$ cat src/verilog/fes_defs.svh
// Offsets, field positions, fixed values and counts of the supervisor
`ifndef FES_DEFS_SVH
`define FES_DEFS_SVH
// Register indices; byte address is four times the index
`define FES_IDX_OPTION 8'h01
`define FES_IDX_STATUS 8'h02
`define FES_IDX_CNT1_MASK 8'h03
`define FES_IDX_CNT2_MASK 8'h04
`define FES_IDX_STORE_A 8'h05
`define FES_IDX_STORE_B 8'h06
`define FES_IDX_RESULT_A 8'h08
`define FES_IDX_RESULT_B 8'h09
`define FES_IDX_TRUSTED 8'h4f
`define FES_IDX_OFFSET_TIME 8'h50
`define FES_IDX_VAR_LIM 8'h51
`define FES_IDX_IRQ_MASK 8'h53
`define FES_IDX_PW_NOM 8'h56
`define FES_IDX_MAX_FLOW 8'h5c
`define FES_IDX_START_LEVEL 8'h6b
`define FES_IDX_IEH 8'h70
`define FES_IDX_CS_DATA2 8'h7d
`define FES_IDX_CS_USER 8'h7e
`define FES_IDX_CS_VENDOR 8'h7f
// Option word bit positions
`define FES_OPT_DOUBLE_MAX_KEEP 16
`define FES_OPT_LEVEL_TEST_REGULAR 23
`define FES_OPT_PULSE_ERR_SUPPRESS 21
`define FES_OPT_HW_ERR_ON_PULSE 22
`define FES_OPT_METHOD_LO 24
`define FES_OPT_METHOD_HI 25
`define FES_OPT_LEVEL_RATIO 26
`define FES_OPT_VEL_CHECK 27
`define FES_OPT_CNT_ENABLE 28
// Interrupt enable image: synchronous error interrupt bit
`define FES_IEH_SYNC_BIT 0
// Error flag positions
`define FES_ERR_HW_BIT 15
`define FES_ERR_FLOW_BIT 8
`define FES_ERR_VEL_BIT 9
`define FES_ERR_CS_BIT 10
// Regulation timing in measurements
`define FES_MEAS_CNT_W 5
`define FES_LEVEL_SLOT 5'h00
`define FES_PWR_SLOT 5'h10
`define FES_LONG_TERM_CNT 6'h20
// Fixed values
`define FES_WORD_ZERO 32'h00000000
`define FES_HALF_MAX 16'hffff
`define FES_METHOD_FIXED 2'h0
`define FES_METHOD_OFFSET 2'h2
`endif

$ cat src/verilog/fes_pkg.sv
// Types of the flow error supervisor
package fes_pkg;
   typedef enum logic [1:0] {LV_OPERATE, LV_TRUSTED, LV_FALLBACK} fes_lv_t;

   typedef struct packed {
      logic hready;
      logic [31:0] rdata;
      logic wr_pend;
      logic [7:0] wr_idx;
      logic [31:0] option;
      logic [31:0] cnt1_mask;
      logic [31:0] cnt2_mask;
      logic [31:0] store_a;
      logic [31:0] store_b;
      logic [31:0] result_a;
      logic [31:0] result_b;
      logic [31:0] trusted;
      logic [31:0] offset_time;
      logic [31:0] var_lim;
      logic [31:0] irq_mask;
      logic [31:0] pw_nom;
      logic [31:0] max_flow;
      logic [31:0] start_level;
      logic [31:0] ieh;
      logic [31:0] cs_data2;
      logic [31:0] cs_user;
      logic [31:0] cs_vendor;
      logic [31:0] err_word;
      logic [31:0] flow;
      logic pulse_err;
      logic irq;
      logic [4:0] meas_cnt;
      logic [5:0] err_run;
      logic [15:0] amp;
      logic [31:0] summed_time_of_flight_ref;
      fes_lv_t lv_mode;
      logic started;
      logic [15:0] op_level;
      logic [15:0] level;
      logic trusted_sel;
      logic lvl_adj;
      logic pwr_reg;
   } fes_state_t;
endpackage : fes_pkg

$ cat src/verilog/fes_count_step.sv
// One hourly error counter step with saturation and peak hold
`timescale 1ns/1ps
`include "fes_defs.svh"
module fes_count_step (
   input wire logic [15:0] cnt_in,
   input wire logic [15:0] peak_in,
   input wire logic event_in,
   input wire logic clear_in,
   input wire logic enable_in,
   output logic [15:0] next_cnt_out,
   output logic [15:0] next_peak_out
);
   // Clear on the hourly recall, count, then track the peak
   always_comb
   begin
      // An event in the recall cycle counts toward the new hour
      next_cnt_out = clear_in ? 16'h0000 : cnt_in;
      if (enable_in && event_in && next_cnt_out != `FES_HALF_MAX)
      begin
         next_cnt_out = next_cnt_out + 16'h0001;
      end
      // Peak survives the recall, so compare against the raw count
      next_peak_out = peak_in;
      if (cnt_in > peak_in)
      begin
         next_peak_out = cnt_in;
      end
      if (next_cnt_out > next_peak_out)
      begin
         next_peak_out = next_cnt_out;
      end
   end
endmodule : fes_count_step

$ cat src/verilog/fes_supervisor.sv
// Flow error supervisor: checks, counters, interrupt, level regulation
//
// The AHB-Lite slave port is this design's own decision.
`timescale 1ns/1ps
`include "fes_defs.svh"
module fes_supervisor (
   input wire logic CLK_IN,
   input wire logic RESETN_IN,
   input wire logic HSEL_IN,
   input wire logic [31:0] HADDR_IN,
   input wire logic [1:0] HTRANS_IN,
   input wire logic HWRITE_IN,
   input wire logic [2:0] HSIZE_IN,
   input wire logic [31:0] HWDATA_IN,
   input wire logic HREADY_IN,
   output logic HREADYOUT_OUT,
   output logic [31:0] HRDATA_OUT,
   output logic HRESP_OUT,
   input wire logic MEAS_VALID_IN,
   input wire logic [31:0] MEAS_FLAGS_IN,
   input wire logic [31:0] FLOW_IN,
   input wire logic [31:0] SOUND_VEL_IN,
   input wire logic [31:0] VEL_MAX_IN,
   input wire logic [31:0] VEL_MIN_IN,
   input wire logic [31:0] SUMMED_TIME_OF_FLIGHT_IN,
   input wire logic [15:0] AMPLITUDE_IN,
   input wire logic HOUR_TICK_IN,
   input wire logic [31:0] CALC_CS_DATA2_IN,
   input wire logic [31:0] CALC_CS_USER_IN,
   input wire logic [31:0] CALC_CS_VENDOR_IN,
   output logic [31:0] FLOW_OUT,
   output logic PULSE_ERROR_OUT,
   output logic IRQ_OUT,
   output logic [15:0] LEVEL_OUT,
   output logic TRUSTED_SEL_OUT,
   output logic LEVEL_ADJUST_OUT,
   output logic PWR_REGULATE_OUT
);
   fes_pkg::fes_state_t st;
   fes_pkg::fes_state_t n;
   logic [15:0] cnt_cur [4];
   logic [15:0] peak_cur [4];
   logic [15:0] cnt_nxt [4];
   logic [15:0] peak_nxt [4];
   logic [3:0] ev;
   logic [31:0] err_word;
   logic [31:0] base_a;
   logic [31:0] base_b;
   logic flow_over;
   logic vel_err;
   logic cs_err;
   logic any_err;
   logic [32:0] sum_diff;
   logic [31:0] sum_dev;
   logic [31:0] expected;
   logic [31:0] ratio_prod;
   logic [15:0] trusted_val;
   logic [1:0] method;
   logic long_term;
   logic test_now;

   // Read mux for the address phase
   function automatic logic [31:0] read_reg(input logic [7:0] idx,
                                            input fes_pkg::fes_state_t s);
      logic [31:0] v;
      v = `FES_WORD_ZERO;
      unique case (idx)
         `FES_IDX_OPTION: v = s.option;
         `FES_IDX_STATUS: v = s.err_word;
         `FES_IDX_CNT1_MASK: v = s.cnt1_mask;
         `FES_IDX_CNT2_MASK: v = s.cnt2_mask;
         `FES_IDX_STORE_A: v = s.store_a;
         `FES_IDX_STORE_B: v = s.store_b;
         `FES_IDX_RESULT_A: v = s.result_a;
         `FES_IDX_RESULT_B: v = s.result_b;
         `FES_IDX_TRUSTED: v = s.trusted;
         `FES_IDX_OFFSET_TIME: v = s.offset_time;
         `FES_IDX_VAR_LIM: v = s.var_lim;
         `FES_IDX_IRQ_MASK: v = s.irq_mask;
         `FES_IDX_PW_NOM: v = s.pw_nom;
         `FES_IDX_MAX_FLOW: v = s.max_flow;
         `FES_IDX_START_LEVEL: v = s.start_level;
         `FES_IDX_IEH: v = s.ieh;
         `FES_IDX_CS_DATA2: v = s.cs_data2;
         `FES_IDX_CS_USER: v = s.cs_user;
         `FES_IDX_CS_VENDOR: v = s.cs_vendor;
         default: v = `FES_WORD_ZERO; // Unmapped reads as zero
      endcase
      return v;
   endfunction : read_reg

   // Store words as written this cycle, so a write and a count merge
   always_comb
   begin
      base_a = st.store_a;
      base_b = st.store_b;
      if (st.wr_pend && st.wr_idx == `FES_IDX_STORE_A)
      begin
         base_a = HWDATA_IN;
      end
      if (st.wr_pend && st.wr_idx == `FES_IDX_STORE_B)
      begin
         base_b = HWDATA_IN;
      end
   end

   // Error checks of the current measurement
   always_comb
   begin
      flow_over = {1'b0, FLOW_IN} > {st.max_flow, 1'b0};
      vel_err = st.option[`FES_OPT_VEL_CHECK] &&
                (SOUND_VEL_IN > VEL_MAX_IN ||
                 SOUND_VEL_IN < VEL_MIN_IN);
      cs_err = CALC_CS_DATA2_IN != st.cs_data2 ||
               CALC_CS_USER_IN != st.cs_user ||
               CALC_CS_VENDOR_IN != st.cs_vendor;
      err_word = MEAS_FLAGS_IN;
      err_word[`FES_ERR_FLOW_BIT] = MEAS_FLAGS_IN[`FES_ERR_FLOW_BIT] |
         (flow_over & ~st.option[`FES_OPT_DOUBLE_MAX_KEEP]);
      err_word[`FES_ERR_VEL_BIT] = MEAS_FLAGS_IN[`FES_ERR_VEL_BIT] | vel_err;
      err_word[`FES_ERR_CS_BIT] = MEAS_FLAGS_IN[`FES_ERR_CS_BIT] | cs_err;
      any_err = |err_word;
      // Counter events: masks 1 and 2, hardware error, any error
      ev[0] = |(err_word & st.cnt1_mask);
      ev[1] = |(err_word & st.cnt2_mask);
      ev[2] = err_word[`FES_ERR_HW_BIT];
      ev[3] = any_err;
   end

   // Halves: counter 1 low and 2 high of store A, hardware low of store B
   assign cnt_cur[0] = base_a[15:0];
   assign cnt_cur[1] = base_a[31:16];
   assign cnt_cur[2] = base_b[15:0];
   assign cnt_cur[3] = base_b[31:16];
   assign peak_cur[0] = st.result_a[15:0];
   assign peak_cur[1] = st.result_a[31:16];
   assign peak_cur[2] = st.result_b[15:0];
   assign peak_cur[3] = st.result_b[31:16];

   genvar gi;
   generate
      for (gi = 0; gi < 4; gi = gi + 1)
      begin : g_cnt
         fes_count_step u_step (
            .cnt_in(cnt_cur[gi]),
            .peak_in(peak_cur[gi]),
            .event_in(ev[gi] & MEAS_VALID_IN),
            .clear_in(HOUR_TICK_IN),
            .enable_in(st.option[`FES_OPT_CNT_ENABLE]),
            .next_cnt_out(cnt_nxt[gi]),
            .next_peak_out(peak_nxt[gi])
         );
      end
   endgenerate

   // Level arithmetic: trusted level and sum deviation
   always_comb
   begin
      method = {st.option[`FES_OPT_METHOD_HI], st.option[`FES_OPT_METHOD_LO]};
      ratio_prod = st.amp * st.trusted[15:0];
      if (st.option[`FES_OPT_LEVEL_RATIO])
      begin
         trusted_val = ratio_prod[31:16];
      end
      else
      begin
         trusted_val = {8'h00, st.trusted[7:0]};
      end
      expected = st.summed_time_of_flight_ref;
      if (method == `FES_METHOD_OFFSET)
      begin
         expected = st.summed_time_of_flight_ref + st.offset_time;
      end
      sum_diff = {1'b0, SUMMED_TIME_OF_FLIGHT_IN} - {1'b0, expected};
      sum_dev = sum_diff[32] ? expected - SUMMED_TIME_OF_FLIGHT_IN : sum_diff[31:0];
      long_term = st.err_run >= `FES_LONG_TERM_CNT;
      if (st.option[`FES_OPT_LEVEL_TEST_REGULAR])
      begin
         test_now = st.meas_cnt == `FES_LEVEL_SLOT;
      end
      else
      begin
         test_now = any_err;
      end
   end

   // Next state of the whole block
   always_comb
   begin
      n = st;
      n.irq = 1'b0;
      n.lvl_adj = 1'b0;
      n.pwr_reg = 1'b0;
      n.hready = 1'b1;
      // Address phase: zero wait, read data ready for the data phase
      n.wr_pend = 1'b0;
      if (HSEL_IN && HTRANS_IN[1] && HREADY_IN)
      begin
         n.wr_pend = HWRITE_IN;
         n.wr_idx = HADDR_IN[9:2];
         n.rdata = HWRITE_IN ? st.rdata : read_reg(HADDR_IN[9:2], st);
      end
      // Data phase writes; status and results are read only
      if (st.wr_pend)
      begin
         unique case (st.wr_idx)
            `FES_IDX_OPTION: n.option = HWDATA_IN;
            `FES_IDX_CNT1_MASK: n.cnt1_mask = HWDATA_IN;
            `FES_IDX_CNT2_MASK: n.cnt2_mask = HWDATA_IN;
            `FES_IDX_TRUSTED: n.trusted = HWDATA_IN;
            `FES_IDX_OFFSET_TIME: n.offset_time = HWDATA_IN;
            `FES_IDX_VAR_LIM: n.var_lim = HWDATA_IN;
            `FES_IDX_IRQ_MASK: n.irq_mask = HWDATA_IN;
            `FES_IDX_PW_NOM: n.pw_nom = HWDATA_IN;
            `FES_IDX_MAX_FLOW: n.max_flow = HWDATA_IN;
            `FES_IDX_START_LEVEL: n.start_level = HWDATA_IN;
            `FES_IDX_IEH: n.ieh = HWDATA_IN;
            `FES_IDX_CS_DATA2: n.cs_data2 = HWDATA_IN;
            `FES_IDX_CS_USER: n.cs_user = HWDATA_IN;
            `FES_IDX_CS_VENDOR: n.cs_vendor = HWDATA_IN;
            default: n.option = st.option; // Others ignored
         endcase
      end
      // Counters always pass through the step; written value kept
      n.store_a = {cnt_nxt[1], cnt_nxt[0]};
      n.store_b = {cnt_nxt[3], cnt_nxt[2]};
      n.result_a = {peak_nxt[1], peak_nxt[0]};
      n.result_b = {peak_nxt[3], peak_nxt[2]};
      if (MEAS_VALID_IN)
      begin
         n.err_word = err_word;
         n.meas_cnt = st.meas_cnt + 5'h01;
         n.flow = FLOW_IN;
         if (flow_over && !st.option[`FES_OPT_DOUBLE_MAX_KEEP])
         begin
            n.flow = `FES_WORD_ZERO;
         end
         // Hardware errors only reach the pulse pin when selected
         n.pulse_err = !st.option[`FES_OPT_PULSE_ERR_SUPPRESS] &&
            (|(err_word & ~(32'h1 << `FES_ERR_HW_BIT)) ||
             (err_word[`FES_ERR_HW_BIT] &&
              st.option[`FES_OPT_HW_ERR_ON_PULSE]));
         // Only newly set masked flags interrupt, a held flag does not
         n.irq = st.ieh[`FES_IEH_SYNC_BIT] &&
                 |(err_word & ~st.err_word & st.irq_mask);
         if (any_err)
         begin
            if (!long_term)
            begin
               n.err_run = st.err_run + 6'h01;
            end
         end
         else
         begin
            n.err_run = 6'h00;
            n.amp = AMPLITUDE_IN;
         end
         // Width ratio regulation half a period after level slot
         if (st.pw_nom != `FES_WORD_ZERO && !any_err &&
             st.meas_cnt == `FES_PWR_SLOT)
         begin
            n.pwr_reg = 1'b1;
         end
         unique case (st.lv_mode)
            fes_pkg::LV_OPERATE:
            begin
               if (!any_err)
               begin
                  n.summed_time_of_flight_ref = SUMMED_TIME_OF_FLIGHT_IN;
               end
               if (long_term && st.meas_cnt == `FES_LEVEL_SLOT)
               begin
                  n.lv_mode = fes_pkg::LV_FALLBACK;
               end
               else if (method != `FES_METHOD_FIXED && !long_term &&
                        test_now)
               begin
                  n.lv_mode = fes_pkg::LV_TRUSTED;
               end
            end
            fes_pkg::LV_TRUSTED:
            begin
               n.lv_mode = fes_pkg::LV_OPERATE;
               if (!any_err)
               begin
                  n.started = 1'b1;
                  if (sum_dev > st.var_lim)
                  begin
                     n.op_level = trusted_val;
                     n.lvl_adj = 1'b1;
                  end
                  else if (!st.started)
                  begin
                     n.op_level = st.start_level[15:0];
                  end
               end
            end
            fes_pkg::LV_FALLBACK:
            begin
               n.lv_mode = fes_pkg::LV_OPERATE;
               if (!any_err)
               begin
                  n.op_level = st.start_level[15:0];
                  n.started = 1'b1;
               end
            end
         endcase
         // Level for the next measurement; stands until then
         n.trusted_sel = n.lv_mode == fes_pkg::LV_TRUSTED;
         if (n.lv_mode == fes_pkg::LV_TRUSTED)
         begin
            n.level = trusted_val;
         end
         else if (n.lv_mode == fes_pkg::LV_FALLBACK || !n.started)
         begin
            n.level = n.start_level[15:0];
         end
         else
         begin
            n.level = n.op_level;
         end
      end
   end

   // State register; all fields reset to constants
   always_ff @(posedge CLK_IN or negedge RESETN_IN)
   begin
      if (!RESETN_IN)
      begin
         st <= '0;
         st.hready <= 1'b1;
         st.lv_mode <= fes_pkg::LV_OPERATE;
      end
      else
      begin
         st <= n;
      end
   end

   // Outputs straight from the state flops; HRESP_OUT tied to okay
   assign HREADYOUT_OUT = st.hready;
   assign HRDATA_OUT = st.rdata;
   assign HRESP_OUT = 1'b0;
   assign FLOW_OUT = st.flow;
   assign PULSE_ERROR_OUT = st.pulse_err;
   assign IRQ_OUT = st.irq;
   assign LEVEL_OUT = st.level;
   assign TRUSTED_SEL_OUT = st.trusted_sel;
   assign LEVEL_ADJUST_OUT = st.lvl_adj;
   assign PWR_REGULATE_OUT = st.pwr_reg;
endmodule : fes_supervisor

$ cat config.mk
export PLATFORM = sky130hd
export DESIGN_NAME = fes_supervisor
export DESIGN_NICKNAME = d
export VERILOG_FILES = /design/src/verilog/fes_pkg.sv /design/src/verilog/fes_count_step.sv /design/src/verilog/fes_supervisor.sv
export VERILOG_INCLUDE_DIRS = /design/src /design/src/verilog
export SDC_FILE = /design/constraint.sdc
export NUM_CORES = 2
export LEC_CHECK = 0
export ABC_CLOCK_PERIOD_IN_PS = 8200
export BUFFER_PORTS_ARGS = -buffer_cell sky130_fd_sc_hd__buf_2
export CAP_MARGIN = 10
export CORE_MARGIN = 3
export CORE_UTILIZATION = 46
export DETAILED_ROUTE_END_ITERATION = 10
export PLACE_DENSITY_LB_ADDON = 0.05
export SYNTH_ARGS = -nofsm -noshare
export SYNTH_HDL_FRONTEND = slang
export SYNTH_SLANG_ARGS = --single-unit
$ cat constraint.sdc
create_clock -name CLK_IN -period 8.2 [get_ports CLK_IN]
set_input_delay 1.64 -clock CLK_IN [delete_from_list [all_inputs] [get_ports CLK_IN]]
set_output_delay 1.64 -clock CLK_IN [all_outputs]
set_load 0.005 [all_outputs]
==> results.toml <==
[worst_setup_path]
path_max_fanout = 6
cp-end-kind = "flip-flop"
slowest_stage = "dfrtp_1"
critical-path-max-stage-delay_ns = 0.44
critPathRequiredTime_ns = 8.77
startpoint_type = "flip-flop"
worstSetupPathType = "reg2reg"
crit_path_frequent_cell = "buf_4"
arrival_ns = 8.60

[layout]
drive_gt1_frac = 0.262
area_growth_syn_to_layout_pct = 15.8
final_util = 0.540
nNetsFinal = 7420

[grt]
grtUsageTotal = 0.366
grt.overflow.total = 0
grt_pass1_wl_um = 349000
grt_pass1_vias = 49000
grt_start_max_net_pins = 183
antenna_found_initial = 47

[yosys]
synth_top_area_frac = 0.336
yosysMostFrequentCell = "dfrtp_1"
ys_seq_area_frac = 0.336
synthArstFlopShare = 1.00
yosys-top-cells-area = "dfrtp_1, mux2_2, ha_1"
synth_top_cell_by_area = "dfrtp_1"
synth_xor_area_frac = 0.0285
postSynthCellCount = 5881
syn_area_um2 = 58000
syn_area_per_cell_um2 = 9.87
yosys.area_share.adder = 0.167
synth_warnings = 0
yosys.area_share.simple = 0.116
synth.mux.area_fraction = 0.139
synth-edff-count = 0
synth_flop_cell = "dfrtp_1"
synth_common_cells = "dfrtp_1, inv_1, mux2_2"
postSynthNetCount = 6917
synth.distinct_cells = 98
synth_compound_area_frac = 0.142
synth_top_family_by_area = "adder cells"
synth-seq-cells = 780

[power]
ir_drop_uv = 175
p_leak_nw = 33.1
p_per_area_nw_per_um2 = 169
totalPowerFinal_w = 0.0114

[clock_tree]
cts_buffers = 91
clock-sinks = 780
cts-root-buf = "clkbuf_16"
clock_latency_ns = 0.74
cts_buffer_depth = 3
cts_tree = "yes"
cts_htree_levels = 3
clk_pin_slew_worst_paths_ns = 0.07

[timing]
final-hold-violation-count = 0
slew_violations = 0
max_freq_ghz = 0.125
setup_viol = 0
maxSlewHeadroom = 0.186
clock_skew_ns = 0.0470
fin_crit_ns = 8.03
rsz0062_at_grt = "true"
fin_tns_setup_ns = 0
tightest_slew_ns = 1.21
period_share = 0.979
whs_ns = 0.462

[routing]
drt_iter0_markers = 5496
wl_per_cell_um = 30.0
vias = 50400
drc_errors = 0
routed_wl_um = 244000
avgViaCountPerCell = 6.20
dr.pass1.iters = 6
drtAntennaViolNets = 0

[hold_path]
min_path_type = "reg2reg"

[die]
fp.coreArea_um2 = 124000
row_count = 129
initial_utilization = 0.466
die_w_um = 361
die-area_um2 = 130000
io_pins = 467
die_height_um = 361

[placed_design]
port_buffers = 436
place.gp.congestion = 0.970
dp_hpwl_um = 186000

[run_status]
status = "completed"

[run]
drv_cap = 0
metrics by stage:
step                      area (um^2)  worst slack (ns)  std cells
after floorplan                 58000            0.0812       5881
after global placement          63300            -0.564       7902
after detailed placement        63300            -0.663       7902
after CTS                       66600            0.0121       8079
after global routing            67200            -0.237       8106
final                           67200             0.170       8118
placed cells by master (no fill, tap or decap), drive strengths merged, types with 41 or more instances in the layout:
cell type    n
nand4      124
o21a        41
nand3       98
a221oi      89
nand2b      59
inv        626
o21ai      162
dfrtp      780
clkbuf     124
nor2b       76
a21o       134
nor2       221
o22ai       47
a22o       116
ha         460
nand2      480
xnor2      105
nor4        51
mux2       596
a22oi      141
nor3        53
a21oi      188
xor2        84
mux2i      136
fa         196
and2        97
buf        793
a222oi      42
sequential cells by signal, indices dropped and copies added, names as in the netlist:
signal / cells
IRQ_OUT: 1
LEVEL_OUT: 16
LEVEL_ADJUST_OUT: 1
peak_cur: 64
FLOW_OUT: 32
TRUSTED_SEL_OUT: 1
method: 2
PWR_REGULATE_OUT: 1
st: 629
PULSE_ERROR_OUT: 1
HRDATA_OUT: 32
cell families (layout without fill, tap and decap cells):
logic type / Yosys count / count (layout)
AOI/OAI and AO/OA: 1157 / 1157
xor gates and xnor gates: 189 / 189
adders and majority gates: 656 / 656
buffers and inverters: 1009 / 1586
DFF: 780 / 780
muxes: 732 / 732
other: 2 / 25
and+or+nand+nor: 1356 / 1356
power by group:
part           leakage, nW  internal, W  switching (W)  total [W]
registers             9.94      0.00407       0.000320    0.00439
logic                 21.6      0.00116        0.00148    0.00264
clock network         1.54      0.00246        0.00189    0.00435
worst paths after layout:
check / from / end / slack (ns) / cells past startpoint
hold / removal: HRDATA_OUT[0] / HRDATA_OUT[0] / 0.46 / 2
max in group asynchronous: RESETN_IN / st[593] / 5.36 / 3
setup / recovery: st[42] / LEVEL_OUT[7] / 0.17 / 41
hold reg to reg: HRDATA_OUT[0] / HRDATA_OUT[0] / 0.46 / 2
min in group asynchronous: RESETN_IN / st[76] / 0.93 / 1
setup reg to reg: st[42] / LEVEL_OUT[7] / 0.17 / 41
routing by layer:
layer  vias up  GRT usage  routed length, um
li1      21800          -                  -
met1     25400      0.496             101000
met2      2608      0.555             106000
met3       582     0.0876              23600
met4        24      0.166              12700
met5         -          0                209
area by class of cell:
class                           instances  area (um^2)
Antenna cell                           23         57.6
Fill cell                           11500        57200
Sequential cell                       780        19500
Tap cell                             1637         2050
Multi-Input combinational cell       4092        35100
Inverter                              625         2350
Clock inverter                         44          533
Clock buffer                          123         2630
Timing Repair Buffer                  794         5000
repair_timing:
item | 4_1_cts | 5_1_grt
pin swaps | 16 | 69
gates resized for setup | 21 | 84
setup endpoints to repair | 32 | 32
gates cloned | 0 | 0
buffers inserted | 10 | 16
hold buffers | 0 | 0
critical path, delay by kind of cell (launching register included):
kind	cells	cell delay (ns)
compound gates	18	3.55
simple gates	8	1.43
buf+inv	9	1.29
fa+ha+maj	3	0.82
flops	1	0.44
xor+xnor	2	0.20
mux	1	0.14
Power figures use the tool's default switching activity.
